$ cat src/hw/agcl_pkg.sv
// Shared constants for the AGC loop control block
package agcl_pkg;

  // Avalon-MM slave geometry
  localparam int AVS_ADDR_W = 5;
  localparam int AVS_DATA_W = 32;

  // Register byte offsets
  localparam logic [AVS_ADDR_W-1:0] OFS_CFG_ONE = 5'h00;
  localparam logic [AVS_ADDR_W-1:0] OFS_LIMITS = 5'h04;
  localparam logic [AVS_ADDR_W-1:0] OFS_SAMPLE_STROBE = 5'h08;
  localparam logic [AVS_ADDR_W-1:0] OFS_GAIN_READBACK = 5'h0C;
  localparam logic [AVS_ADDR_W-1:0] OFS_GAIN_PRESET = 5'h10;
  localparam logic [AVS_ADDR_W-1:0] OFS_STATUS = 5'h14;

  // Field positions of gain_loop_config_one
  localparam int CFG_SYNC_BIT = 29;
  localparam int THR_MSB = 28;
  localparam int THR_LSB = 16;
  localparam int G1_MANT_MSB = 15;
  localparam int G1_MANT_LSB = 12;
  localparam int G1_EXP_MSB = 11;
  localparam int G1_EXP_LSB = 8;
  localparam int G0_MANT_MSB = 7;
  localparam int G0_MANT_LSB = 4;
  localparam int G0_EXP_MSB = 3;
  localparam int G0_EXP_LSB = 0;

  // Field positions of gain_loop_limits
  localparam int LIM_UP_MSB = 27;
  localparam int LIM_UP_LSB = 16;
  localparam int LIM_LO_MSB = 11;
  localparam int LIM_LO_LSB = 0;

  // Status bit positions
  localparam int STAT_AT_UPPER = 0;
  localparam int STAT_AT_LOWER = 1;
  localparam int STAT_GAIN_SEL = 2;

  // Writable bit masks; reserved bits stay zero
  localparam logic [AVS_DATA_W-1:0] CFG_ONE_MASK = 32'h3FFF_FFFF;
  localparam logic [AVS_DATA_W-1:0] LIMITS_MASK = 32'h0FFF_0FFF;
  localparam logic [AVS_DATA_W-1:0] PRESET_MASK = 32'h0000_0FFF;

  // Reset values: loop gains zero, limits wide open, preset at minimum
  localparam logic [AVS_DATA_W-1:0] CFG_ONE_RST = 32'h0000_0000;
  localparam logic [AVS_DATA_W-1:0] LIMITS_RST = 32'h0FFF_0000;
  localparam logic [AVS_DATA_W-1:0] PRESET_RST = 32'h0000_0000;

  // Datapath widths
  localparam int THR_W = 13;
  localparam int MAG_W = 12;
  localparam int ERR_W = 15;
  localparam int NIB_W = 4;
  localparam int LIM_W = 12;
  localparam int FRAC_W = 23;
  localparam int ACC_W = LIM_W + FRAC_W;
  localparam int STEP_W = 35;

endpackage

$ cat src/hw/agcl_error_step.sv
// Gain error and per-sample loop gain step
`timescale 1ns/1ps
`default_nettype none
module agcl_error_step (
  input wire logic core_clk,
  input wire logic rst_n,
  input wire logic in_valid,
  input wire logic [agcl_pkg::THR_W-1:0] threshold,
  input wire logic [agcl_pkg::MAG_W-1:0] magnitude,
  input wire logic [agcl_pkg::NIB_W-1:0] mantissa,
  input wire logic [agcl_pkg::NIB_W-1:0] exponent,
  output logic step_valid,
  output logic signed [agcl_pkg::STEP_W-1:0] step
);
  import agcl_pkg::*;

  logic [MAG_W+1:0] mag_scaled;
  logic signed [ERR_W-1:0] err;
  logic signed [ERR_W+NIB_W:0] prod;
  logic signed [STEP_W-1:0] next_step;
  logic next_step_valid;

  always_comb begin
    // 1 + 1/2 + 1/16 + 1/32 stands in for the 1.6 magnitude weight
    mag_scaled = (MAG_W+2)'(magnitude) + (MAG_W+2)'(magnitude >> 1)
               + (MAG_W+2)'(magnitude >> 4) + (MAG_W+2)'(magnitude >> 5);
    // Threshold is signed, LSB 2^-10, same scale as magnitude
    err = ERR_W'(signed'(threshold)) - signed'(ERR_W'(mag_scaled));
    // Mantissa taken as value/16; the /16 sits in the accumulator fraction
    prod = err * signed'({1'b0, mantissa});
    // Accumulator fraction is 2^-23 of a limit LSB, so the step is a left shift by the exponent
    next_step = STEP_W'(prod) <<< exponent;
    next_step_valid = in_valid;
  end

  always_ff @(posedge core_clk) begin
    if (!rst_n) begin
      step <= '0;
      step_valid <= 1'b0;
    end else begin
      step <= next_step;
      step_valid <= next_step_valid;
    end
  end

endmodule // agcl_error_step
`default_nettype wire

$ cat src/hw/agcl_sat.sv
// Saturating gain accumulator adder
`timescale 1ns/1ps
`default_nettype none
module agcl_sat (
  input wire logic [agcl_pkg::ACC_W-1:0] acc,
  input wire logic signed [agcl_pkg::STEP_W-1:0] step,
  input wire logic [agcl_pkg::LIM_W-1:0] upper,
  input wire logic [agcl_pkg::LIM_W-1:0] lower,
  output logic [agcl_pkg::ACC_W-1:0] result
);
  import agcl_pkg::*;

  logic signed [ACC_W+1:0] sum;
  logic signed [ACC_W+1:0] up_full;
  logic signed [ACC_W+1:0] lo_full;

  always_comb begin
    sum = signed'((ACC_W+2)'(acc)) + (ACC_W+2)'(step);
    up_full = signed'((ACC_W+2)'({upper, {FRAC_W{1'b0}}}));
    lo_full = signed'((ACC_W+2)'({lower, {FRAC_W{1'b0}}}));
    // Upper checked first so a sum meeting both crossed limits settles on the upper one
    if (sum >= up_full) begin
      result = {upper, {FRAC_W{1'b0}}};
    end else if (sum <= lo_full) begin
      result = {lower, {FRAC_W{1'b0}}};
    end else begin
      result = ACC_W'(sum);
    end
  end

endmodule // agcl_sat
`default_nettype wire

$ cat src/hw/agcl_top.sv
// AGC loop control: register slave, gain accumulator, sync load and gain snapshot
`timescale 1ns/1ps
`default_nettype none
module agcl_top (
  input wire logic core_clk,
  input wire logic rst_n,
  input wire logic [agcl_pkg::AVS_ADDR_W-1:0] avs_address,
  input wire logic avs_read,
  input wire logic avs_write,
  input wire logic [agcl_pkg::AVS_DATA_W-1:0] avs_writedata,
  input wire logic [3:0] avs_byteenable,
  output logic [agcl_pkg::AVS_DATA_W-1:0] avs_readdata,
  output logic avs_waitrequest,
  input wire logic mag_valid,
  input wire logic [agcl_pkg::MAG_W-1:0] mag_in,
  input wire logic filter_sync_input,
  input wire logic loop_gain_select,
  output logic [agcl_pkg::LIM_W-1:0] gain_level,
  output logic gain_at_upper,
  output logic gain_at_lower
);
  import agcl_pkg::*;

  // Merge a write into a register, honouring byte lanes and writable bits
  function automatic logic [AVS_DATA_W-1:0] be_merge(
    input logic [AVS_DATA_W-1:0] old_val,
    input logic [AVS_DATA_W-1:0] wdata,
    input logic [3:0] be,
    input logic [AVS_DATA_W-1:0] mask
  );
    logic [AVS_DATA_W-1:0] lane;
    lane = {{8{be[3]}}, {8{be[2]}}, {8{be[1]}}, {8{be[0]}}} & mask;
    return (old_val & ~lane) | (wdata & lane);
  endfunction

  // Register file state
  logic [AVS_DATA_W-1:0] gain_loop_config_one;
  logic [AVS_DATA_W-1:0] gain_loop_limits;
  logic [AVS_DATA_W-1:0] gain_preset;
  logic [LIM_W-1:0] gain_snapshot;
  logic [AVS_DATA_W-1:0] next_config_one;
  logic [AVS_DATA_W-1:0] next_limits;
  logic [AVS_DATA_W-1:0] next_preset;
  logic [LIM_W-1:0] next_snapshot;
  logic [AVS_DATA_W-1:0] next_readdata;
  logic next_waitrequest;
  logic bus_req;
  logic bus_commit;

  // Loop state
  logic [ACC_W-1:0] gain_acc;
  logic sync_prev;
  logic [ACC_W-1:0] next_acc;
  logic next_sync_prev;
  logic [LIM_W-1:0] next_gain_level;
  logic next_at_upper;
  logic next_at_lower;

  // Loop datapath wiring
  logic [NIB_W-1:0] sel_mantissa;
  logic [NIB_W-1:0] sel_exponent;
  logic [LIM_W-1:0] upper_limit;
  logic [LIM_W-1:0] lower_limit;
  logic step_valid;
  logic signed [STEP_W-1:0] step;
  logic [ACC_W-1:0] acc_sat;
  logic sync_load;

  // Read multiplexer for the mapped offsets; unmapped reads answer zero
  function automatic logic [AVS_DATA_W-1:0] read_mux(input logic [AVS_ADDR_W-1:0] addr);
    logic [AVS_DATA_W-1:0] val;
    val = '0;
    case (addr)
      OFS_CFG_ONE: begin
        val = gain_loop_config_one;
      end
      OFS_LIMITS: begin
        val = gain_loop_limits;
      end
      OFS_GAIN_READBACK: begin
        val = AVS_DATA_W'(gain_snapshot);
      end
      OFS_GAIN_PRESET: begin
        val = gain_preset;
      end
      OFS_STATUS: begin
        val[STAT_AT_UPPER] = gain_at_upper;
        val[STAT_AT_LOWER] = gain_at_lower;
        val[STAT_GAIN_SEL] = loop_gain_select;
      end
      default: begin
        val = '0;
      end
    endcase
    return val;
  endfunction

  // Bus slave: one wait cycle on every access, so read data is always registered
  always_comb begin
    bus_req = avs_read | avs_write;
    bus_commit = bus_req & ~avs_waitrequest;
    next_waitrequest = 1'b1;
    if (bus_req && avs_waitrequest) begin
      next_waitrequest = 1'b0;
    end
    next_readdata = avs_readdata;
    if (avs_read && avs_waitrequest) begin
      next_readdata = read_mux(avs_address);
    end
    next_config_one = gain_loop_config_one;
    next_limits = gain_loop_limits;
    next_preset = gain_preset;
    next_snapshot = gain_snapshot;
    if (bus_commit && avs_write) begin
      case (avs_address)
        OFS_CFG_ONE: begin
          next_config_one = be_merge(gain_loop_config_one, avs_writedata, avs_byteenable,
                                     CFG_ONE_MASK);
        end
        OFS_LIMITS: begin
          next_limits = be_merge(gain_loop_limits, avs_writedata, avs_byteenable,
                                 LIMITS_MASK);
        end
        OFS_SAMPLE_STROBE: begin
          // Data and byte lanes are ignored; the write itself is the strobe
          next_snapshot = gain_acc[ACC_W-1 -: LIM_W];
        end
        OFS_GAIN_PRESET: begin
          next_preset = be_merge(gain_preset, avs_writedata, avs_byteenable, PRESET_MASK);
        end
        default: begin
          next_snapshot = gain_snapshot;
        end
      endcase
    end
  end

  always_ff @(posedge core_clk) begin
    if (!rst_n) begin
      avs_waitrequest <= 1'b1;
      avs_readdata <= '0;
      gain_loop_config_one <= CFG_ONE_RST;
      gain_loop_limits <= LIMITS_RST;
      gain_preset <= PRESET_RST;
      gain_snapshot <= '0;
    end else begin
      avs_waitrequest <= next_waitrequest;
      avs_readdata <= next_readdata;
      gain_loop_config_one <= next_config_one;
      gain_loop_limits <= next_limits;
      gain_preset <= next_preset;
      gain_snapshot <= next_snapshot;
    end
  end

  // Loop gain set selection and limit fields
  always_comb begin
    if (loop_gain_select) begin
      sel_mantissa = gain_loop_config_one[G1_MANT_MSB:G1_MANT_LSB];
      sel_exponent = gain_loop_config_one[G1_EXP_MSB:G1_EXP_LSB];
    end else begin
      sel_mantissa = gain_loop_config_one[G0_MANT_MSB:G0_MANT_LSB];
      sel_exponent = gain_loop_config_one[G0_EXP_MSB:G0_EXP_LSB];
    end
    // Mantissa sits over exponent in each gain byte, so the raw word is not a piecewise-linear log2 of gain
    upper_limit = gain_loop_limits[LIM_UP_MSB:LIM_UP_LSB];
    lower_limit = gain_loop_limits[LIM_LO_MSB:LIM_LO_LSB];
  end

  agcl_error_step u_error_step (
    .core_clk(core_clk),
    .rst_n(rst_n),
    .in_valid(mag_valid),
    .threshold(gain_loop_config_one[THR_MSB:THR_LSB]),
    .magnitude(mag_in),
    .mantissa(sel_mantissa),
    .exponent(sel_exponent),
    .step_valid(step_valid),
    .step(step)
  );

  agcl_sat u_sat (
    .acc(gain_acc),
    .step(step),
    .upper(upper_limit),
    .lower(lower_limit),
    .result(acc_sat)
  );

  // Accumulator: a sync load wins over a step landing in the same cycle
  always_comb begin
    next_sync_prev = filter_sync_input;
    sync_load = gain_loop_config_one[CFG_SYNC_BIT] & filter_sync_input & ~sync_prev;
    next_acc = gain_acc;
    if (sync_load) begin
      next_acc = {gain_preset[LIM_W-1:0], {FRAC_W{1'b0}}};
    end else if (step_valid) begin
      next_acc = acc_sat;
    end
    next_gain_level = next_acc[ACC_W-1 -: LIM_W];
    next_at_upper = next_gain_level >= upper_limit;
    next_at_lower = next_gain_level <= lower_limit;
  end

  always_ff @(posedge core_clk) begin
    if (!rst_n) begin
      gain_acc <= '0;
      sync_prev <= 1'b0;
      gain_level <= '0;
      gain_at_upper <= 1'b0;
      gain_at_lower <= 1'b0;
    end else begin
      gain_acc <= next_acc;
      sync_prev <= next_sync_prev;
      gain_level <= next_gain_level;
      gain_at_upper <= next_at_upper;
      gain_at_lower <= next_at_lower;
    end
  end

endmodule // agcl_top
`default_nettype wire

$ cat config.mk
export PLATFORM = sky130hd
export DESIGN_NAME = agcl_top
export DESIGN_NICKNAME = d
export VERILOG_FILES = /design/src/hw/agcl_pkg.sv /design/src/hw/agcl_error_step.sv /design/src/hw/agcl_sat.sv /design/src/hw/agcl_top.sv
export SDC_FILE = /design/constraint.sdc
export NUM_CORES = 1
export LEC_CHECK = 0
export ABC_AREA = 0
export BUFFER_PORTS_ARGS = -buffer_cell sky130_fd_sc_hd__buf_2
export CORE_ASPECT_RATIO = 0.7
export CORE_MARGIN = 2
export CORE_UTILIZATION = 58
export CTS_BUF_LIST = sky130_fd_sc_hd__clkbuf_2
export DETAILED_ROUTE_END_ITERATION = 8
export PLACE_DENSITY = 0.8
export REMOVE_ABC_BUFFERS = 1
export SKIP_LAST_GASP = 1
export SYNTH_ARGS = -nofsm -noshare
export SYNTH_HDL_FRONTEND = slang
export SYNTH_SLANG_ARGS = --single-unit
$ cat constraint.sdc
create_clock -name core_clk -period 9.2 [get_ports core_clk]
set_input_delay 0.92 -clock core_clk [delete_from_list [all_inputs] [get_ports core_clk]]
set_output_delay 0.92 -clock core_clk [all_outputs]
set_load 0.01 [all_outputs]
# After elaboration in Yosys (flattened, before gate mapping)
# Index checks and enable logic that the tools add are counted.
# totals
register_bits	215
in_bits	60
output_inout_bits	47
elab_cells	66
# classes
addsub	5
mul	1
order_cmp	4
eq_ne	5
n_shift	1
muxes	9
bitwise_logic	19
n_reduce_logical	9
# ops
operator	count
$mux 35	4
$pmux 29 s4	1
$and 32x32->32	3
$or 32x32->32	3
$add 36x35->37	1
$ge 37x36->1	1
$le 37x36->1	1
$sshl 20x4->35	1
$and 32x12->32	1
$and 32x28->32	1
$and 32x30->32	1
$not 12->32	1
$not 28->32	1
$not 30->32	1
$mul 15x5->20	1
$pmux 3 s5	1
$sub 13x15->15	1
$add 14x7->14	1
$add 14x8->14	1
$add 12x11->13	1
$ge 12x12->1	1
$le 12x12->1	1
$eq 5x4->1 const B	2
$eq 5x5->1 const B	2
10 further kinds	20

# Longest topological paths before layout
# Gate-level depths: netlist of the first run.
# logic_depth
ltp_word	7
mapped_depth	42
mapped_depth_nobuf	40

# Hierarchy
# A second synthesis of the first run with hierarchy kept.
# unflattened
hier_cells	1920
hier_area_um2	16259.3
# by_module_without_submodules
module	n_inst	cells_per_inst	area_per_inst_um2	seq_area_each_um2
agcl_top	1	715	6867.8	2942.8
agcl_error_step	1	731	6094.6	720.7
agcl_sat	1	474	3296.9	0.0

# Worst setup path before layout of the first run
# No wires, ideal clock.
# synth_timing
kind	input to register
from	in mag_in[0] in the netlist's numbering
to	reg u_error_step.step[29] in the netlist's numbering
setup_ps	133
t_arrival_ps	8573
setup_slack_ps	495
path_stages	33
path_buffers	1
cell_sequence	ha_1 -> fa_1 -> inv_1 -> fa_1 -> inv_1 -> ha_1 -> fa_1 -> a21oi_1 -> nor2_1 -> nor2_1 -> o21bai_1 -> a21oi_1 -> o21bai_1 -> a21o_1 -> xnor2_1 -> ha_1 -> o21a_1 -> o31a_1 -> o41ai_1 -> mux2_2 -> ha_1 -> fa_1 -> fa_1 -> ha_1 -> o21a_1 -> or4_1 -> o311ai_0 -> nor3_1 -> xnor2_1 -> clkbuf_1 -> a21oi_1 -> o22ai_1 -> a21oi_1
# synth_via
elab_chain_cells	6
# synth_rtl
element	line	text
from (decl)	agcl_top.sv:15	input wire logic [agcl_pkg::MAG_W-1:0] mag_in,
$add 12x11->13	agcl_error_step.sv:25	mag_scaled = (MAG_W+2)'(magnitude) + (MAG_W+2)'(magnitude >> 1)
$add 14x8->14	agcl_error_step.sv:26	+ (MAG_W+2)'(magnitude >> 4) + (MAG_W+2)'(magnitude >> 5);
$add 14x7->14	agcl_error_step.sv:26	
$sub 13x15->15	agcl_error_step.sv:28	err = ERR_W'(signed'(threshold)) - signed'(ERR_W'(mag_scaled));
$mul 15x5->20	agcl_error_step.sv:30	prod = err * signed'({1'b0, mantissa});
$sshl 20x4->35	agcl_error_step.sv:32	next_step = STEP_W'(prod) <<< exponent;
to (signal assigned)	agcl_error_step.sv:41	step <= next_step;
to (decl)	agcl_error_step.sv:13	output logic signed [agcl_pkg::STEP_W-1:0] step
# Every way passes these cells.
# A chain may end at the register's enable or synchronous reset.

# Worst setup path after layout of the first run
# layout_timing
from	in mag_in[0] in the netlist's numbering
to	reg u_error_step.step[16] in the netlist's numbering
# Same word-level chain as after synthesis.

==> out/qor.yml, run 1 <==
status: "finished, final reports clean"
die_w_microns: 199
clk_pin_slew_ns: 0.35
first_pass_iters: 8
grt_pass1_vias: 14200
worstMarginPinSlew_ns: 1.16
cts_tree: "yes"
cp_max_fo: 5
yosys-top-cells-area: "dfxtp_1 24%, ha_1 13%, a21oi_1 6.0%"
min-delay-start: "avs_writedata[23]"
slew-limit-headroom: 0.202
synth_top_area_share: 0.237
clkPwrFrac: 0.245
avgSynthCellArea_sq_um: 7.86
die_y_microns: 140
setup_viol: 0
async_flop_share: 0
max_freq_mhz: 120
ys_types: 87
r2r-start: "gain_acc[4]"
setup_tns_ns: 0
worstPathArrival_ns: 9.11
drv_cap: 0
wl_per_cell_microns: 18.7
antenna_found_initial: 1
grt.total_usage: 0.323
period_share: 0.909
slowest_delay_ns: 0.54
drcViolationCount: 0
grt.overflow.total: 0
synth_edf_count: 0
drt-total-wl_mm: 44.6
hold_path_depth: 3
hpwl_mm: 34.9
synth_warnings: 0
start_util: 0.595
worstPathRequired_ns: 9.94
reg2reg_to: "gain_at_upper"
yosys_most_used_dff: "dfxtp_1"
via_per_inst: 6.25
hold_violations: 0
hold_buffers: 0
worst_setup_path_start_kind: "input pin"
dieArea_sq_um: 28000
slowest_stage: "fa_1"
ys_ff_latch: 183
io_pins: 107
cp-end-kind: "flop"
p_int_uw: 1110
area_growth_pct: 6.99
antenna_left: 0
irDropWorstVdd_uv: 74.7
ff2ff_path_depth: 30
cts_buffers: 17
htreeDepth: 4
routed-via-count: 15000
period_needed_ns: 8.37
dr.first_iter.drc_count: 1677
rsz0062_at_grt: "no"
hold_path_class: "in2reg"
cp-startpoint: "mag_in[0]"
syn_area_sq_um: 15400
clk_latency_ns: 0.85
swShare: 0.379
grt_pass1_wl_mm: 72.8
postCtsSetupBuffers: 0
power.total_uw: 1790
p_comb_frac: 0.300
root_buffer: "clkbuf_2"
nNetsFinal: 2279
gp_congestion: 0.966
path_class: "in2reg"
synth_commonest_cells: "205 x nor2_1, 199 x nand2_1, 186 x a21oi_1"
cts_num_sinks: 183
grt_max_degree: 104
power.density_nw_per_um2: 109
numPortBuffers: 102
synth_top_cell_by_area: "dfxtp_1"
p_leak_uw: 0.00738
core_area_sq_um: 25900
cts.path.max_buffers: 2
postSynthCellCount: 1964
num_rows: 49
pwr-share-seq: 0.455
rrSetupSlack_ns: 1.59
synth_most_common_cell: "nor2_1"
skew_ns: 0.0605
yosysSeqAreaShare: 0.237
drv_slew: 0
post_cts_resized: 0
switchingPower_uw: 680
layout-drive-gt1-share: 0.114
-- critical path: cells and delay by family --
family,cells,cell delay (ns)
adder cells (fa/ha/maj),10,3.86
AO/OA/AOI/OAI,12,2.53
AND/OR/NAND/NOR,3,0.46
buffers and inverters,5,0.44
multiplexers,2,0.87
-- per-stage QoR --
stage	instances	util	hold slack, ns	area (sq um)	setup WS [ns]
6_report	2393	0.637	0.257	16500	0.834
5_1_grt	2391	0.637	0.231	16500	0.490
4_1_cts	2390	0.636	0.224	16500	0.882
3_5_place_dp	2358	0.627	0.443	16300	0.0212
3_3_place_gp	2358	0.627	0.438	16300	0.198
2_1_floorplan	1857	-	0.432	15000	0.240
-- final cells by class --
cell class | count | area, sq um
inverters | 133 | 500
well taps | 357 | 447
clock buffers | 17 | 85.1
diodes | 3 | 7.51
multi-input cells | 1541 | 10800
fillers | 2313 | 9420
flip-flops and latches | 183 | 3660
clock inverters | 15 | 158
repair buffers | 144 | 826
-- cells by family after synthesis --
family / count (synthesis) / share of synthesized area
AO/OA/AOI/OAI: 545 / 0.234
XOR/XNOR: 69 / 0.0392
adder cells (fa/ha/maj): 199 / 0.182
buffers and inverters: 241 / 0.0636
flip-flops: 183 / 0.237
multiplexers: 72 / 0.0495
other: 1 / 0.000243
AND/OR/NAND/NOR: 654 / 0.195
-- power by group through the flow --
stage | clock (uW) | combinational [uW] | sequential (uW)
final | 440 | 538 | 817
after global routing | 468 | 594 | 818
after global placement | 0 | 514 | 829
after floorplan | 0 | 374 | 826
after CTS | 438 | 532 | 816
after detailed placement | 0 | 529 | 829
-- worst max path at each step --
stage	slack, ns	to
6_report	0.83	u_error_step.step[16]
2_1_floorplan	0.24	u_error_step.step[19]
4_1_cts	0.88	u_error_step.step[16]
3_3_place_gp	0.20	u_error_step.step[19]
5_1_grt	0.49	u_error_step.step[29]
3_5_place_dp	0.02	u_error_step.step[16]
-- metal layers --
| metal | routed length, microns | GRT usage | up-vias |
|---|---|---|---|
| li1 | - | - | 7107 |
| met1 | 20500 | 0.472 | 7085 |
| met2 | 19500 | 0.502 | 680 |
| met3 | 3880 | 0.0498 | 79 |
| met4 | 756 | 0.0676 | 0 |
| met5 | 0 | 0 | - |
-- cell usage in the layout (no fill, tap or decap), types with 10 or more instances in the layout --
master,n
nor3_1,44
a211oi_1,33
o21ai_0,87
nand2_1,199
a22o_1,10
inv_1,132
a21oi_1,186
a221oi_1,14
and3_1,12
o21bai_1,17
mux2_2,11
and2_1,18
o21a_1,13
a31oi_1,16
ha_1,157
buf_4,42
dfxtp_1,183
nor2b_1,18
buf_2,102
clkbuf_2,17
nor2_1,205
o211ai_1,25
xor2_1,21
a21o_1,34
nand4_1,19
nand3_1,73
fa_1,42
a22oi_1,18
xnor2_1,48
nand2b_1,18
mux2i_1,55
a2111oi_2,10
No activity file was read; power rests on OpenSTA's default activity.
==> inputs of run 2 (changes only) <==
--- a/config.mk
+++ b/config.mk
@@ -17,4 +17,5 @@
 export SKIP_LAST_GASP = 1
 export SYNTH_ARGS = -nofsm -noshare
 export SYNTH_HDL_FRONTEND = slang
+export SYNTH_HIERARCHICAL = 1
 export SYNTH_SLANG_ARGS = --single-unit
==> out/qor.yml, run 2 <==
grt.overflow.total: 0  # unchanged
dp.cells: 2323  # -1.5%
area_growth_pct: 5.46
drv_slew: 0  # unchanged
dp_slack_ns: -0.150  # -0.172 ns
hold_buffers: 0  # unchanged
status: "finished, final reports clean"
power.density_nw_per_um2: 97.7  # -10%
final_cell_count_no_fill: 2358  # -1.5%
via_per_inst: 6.11  # -2.2%
cts_tree: "yes"
synth_edf_count: 0  # unchanged
cp-startpoint: "mag_in[1]"
register_area_sq_um: 3660  # about the same
ys_ff_latch: 183  # unchanged
layout_commonest_cell: "dfxtp_1"
worst_setup_path_start_kind: "input pin"
rsz0062_at_grt: "no"
synth_top_cell_by_area: "dfxtp_1"
synth_top_area_share: 0.225  # -0.0120
place_area_sq_um: 16900  # +3.7%
synth_warnings: 6  # +6
postCtsSetupBuffers: 0  # unchanged
start_util: 0.587  # -0.00806
yosys-top-cells-area: "dfxtp_1 23%, ha_1 12%, mux2i_1 9.7%"
irDropWorstVdd_uv: 73.3  # -1.9%
drv_cap: 0  # unchanged
grt_pass1_wl_mm: 69.4  # -4.6%
hold_violations: 0  # unchanged
slowest_stage: "fa_1"
wl_per_cell_microns: 18.7  # +0.25%
drt-total-wl_mm: 44.1  # -1.2%
die_w_microns: 204  # +2.6%
syn_area_sq_um: 16300  # +5.3%
swShare: 0.361  # -0.0176
num_rows: 51  # +4.1%
dieArea_sq_um: 29400  # +5.2%
fill_cells: 2367  # +2.3%
ff2ff_path_depth: 27  # -10%
max_freq_mhz: 116  # -2.8%
antenna_found_initial: 3  # +2
worstPathArrival_ns: 9.31  # +0.20 ns
skew_ns: 0.0638  # +0.00332 ns
worstPathRequired_ns: 9.90  # -0.04 ns
r2r-start: "u_error_step/step[0]"
grt.total_usage: 0.297  # -0.0258
p_int_uw: 1070  # -4.0%
die_y_microns: 144  # +2.6%
setup_viol: 0  # unchanged
grt_max_degree: 81  # -22%
slowest_delay_ns: 0.56  # +0.02 ns
cp_max_fo: 5  # unchanged
grt_pass1_vias: 13400  # -5.5%
io_pins: 107  # unchanged
setup_ws_ns: 0.589  # -0.245 ns
power.total_uw: 1670  # -6.7%
slew-limit-headroom: 0.277  # +0.0753
postSynthCellCount: 1920  # -2.2%
synth_most_common_cell: "dfxtp_1"
cp-end-kind: "flop"
switchingPower_uw: 605  # -11%
final_util: 0.619  # -0.0176
routed-via-count: 14400  # -3.6%
first_pass_iters: 6  # -2
fin_area_sq_um: 17100  # +3.8%
ys_types: 104  # +20%
layout_common_cells: "182 x dfxtp_1, 177 x inv_1, 158 x mux2i_1"
hold_path_class: "in2reg"
avgSynthCellArea_sq_um: 8.47  # +7.8%
htreeDepth: 4  # unchanged
drcViolationCount: 0  # unchanged
p_leak_uw: 0.00802  # +8.6%
multi_input_area_sq_um: 11400  # +4.9%
dr.first_iter.drc_count: 1233  # -26%
synth_commonest_cells: "183 x dfxtp_1, 177 x inv_1, 158 x mux2i_1"
numPortBuffers: 102  # unchanged
yosysSeqAreaShare: 0.225  # -0.0120
hpwl_mm: 34.9  # -0.24%
min-delay-start: "avs_read"
clk_latency_ns: 0.83  # -0.02 ns
period_needed_ns: 8.61  # +0.245 ns
cts_buffers: 17  # unchanged
rrSetupSlack_ns: 1.44  # -0.15 ns
pwr-share-seq: 0.480  # +0.025
clk_pin_slew_ns: 0.31  # -0.04 ns
cts.path.max_buffers: 2  # unchanged
antenna_left: 0  # unchanged
nNetsFinal: 2235  # -1.9%
reg2reg_to: "gain_at_lower"
period_share: 0.936  # +0.0266
hold_path_depth: 2  # -1
hold_end: "avs_waitrequest"
root_buffer: "clkbuf_2"
async_flop_share: 0  # unchanged
cts_num_sinks: 183  # unchanged
clkPwrFrac: 0.267  # +0.022
gp_congestion: 0.939  # -2.8%
path_class: "in2reg"
worstMarginPinSlew_ns: 1.08  # -0.0853 ns
post_cts_resized: 0  # unchanged
p_comb_frac: 0.253  # -0.047
yosys_most_used_dff: "dfxtp_1"
core_area_sq_um: 27700  # +6.8%
layout-drive-gt1-share: 0.120  # +0.00584
-- run 2: cell types whose count changed in the layout (fill, tap and decap cells not counted), sizes merged, moves of 11 or more --
| cell | before | now |
|---|---|---|
| and2 | 19 | 66 |
| nor2 | 205 | 135 |
| a211oi | 34 | 18 |
| nand2 | 199 | 132 |
| buf | 144 | 128 |
| a21oi | 186 | 101 |
| inv | 140 | 186 |
| mux2i | 58 | 158 |
| nand3 | 74 | 26 |
| a21o | 34 | 18 |
| nor2b | 18 | 94 |
| a221oi | 14 | 3 |
| and3 | 12 | 24 |
-- run 2: metrics by stage --
| stage | hold slack [ns] | setup TNS (ns) |
|---|---|---|
| after detailed placement | 0.436 | -0.531 |
| after floorplan | 0.455 | 0 |
| final | 0.312 | 0 |
| after CTS | 0.262 | 0 |
| after global placement | 0.432 | 0 |
| after global routing | 0.249 | 0 |
-- run 2: metal layers --
| metal | wire length, microns | vias up | GRT usage |
|---|---|---|---|
| li1 | - | 6818 | - |
| met1 | 19900 | 6896 | 0.421 |
| met2 | 18900 | 635 | 0.447 |
| met4 | 760 | 0 | 0.0751 |
| met3 | 4530 | 62 | 0.0777 |
| met5 | 0 | - | 0 |
-- run 2: cell type report --
class	instances	share of cell area
Antenna cell	3	0.000438
Clock inverter	15	0.0109
Timing Repair Buffer	128	0.0413
Inverter	179	0.0392
Clock buffer	17	0.00496
Multi-Input combinational cell	1462	0.662
Sequential cell	183	0.214
Tap cell	371	0.0271
-- run 2: critical path, delay by kind of cell --
kind	cells	cell delay, ns
mux	2	0.52
fa+ha+maj	9	3.61
compound gates	13	2.31
xor+xnor	1	0.44
buf+inv	6	0.37
simple gates	7	1.14
-- run 2: power by group through the flow --
stage	sequential (uW)	combinational, uW	clock [uW]
finish	803	424	448
global route	804	465	483
CTS	803	419	455
detailed placement	816	416	0
global placement	815	404	0
floorplan	819	285	0
-- run 2: worst max-delay path by stage --
stage / end / slack [ns] / depth (start not counted)
CTS: u_error_step/step[22] / 0.74 / 38
global route: u_error_step/step[21] / 0.04 / 39
floorplan: u_error_step/step[22] / 0.34 / 34
finish: u_error_step/step[21] / 0.59 / 38
global placement: u_error_step/step[22] / 0.06 / 38
detailed placement: u_error_step/step[22] / -0.15 / 38
-- run 2: logic make-up after synthesis --
family                   after synthesis  share of synthesized area
AND/OR/NAND/NOR                      611                      0.200
AO/OA/AOI/OAI                        402                      0.169
buffers and inverters                276                     0.0767
multiplexers                         180                      0.114
adder cells (fa/ha/maj)              204                      0.179
flip-flops                           183                      0.225
other                                  1                   0.000231
XOR/XNOR                              63                     0.0358
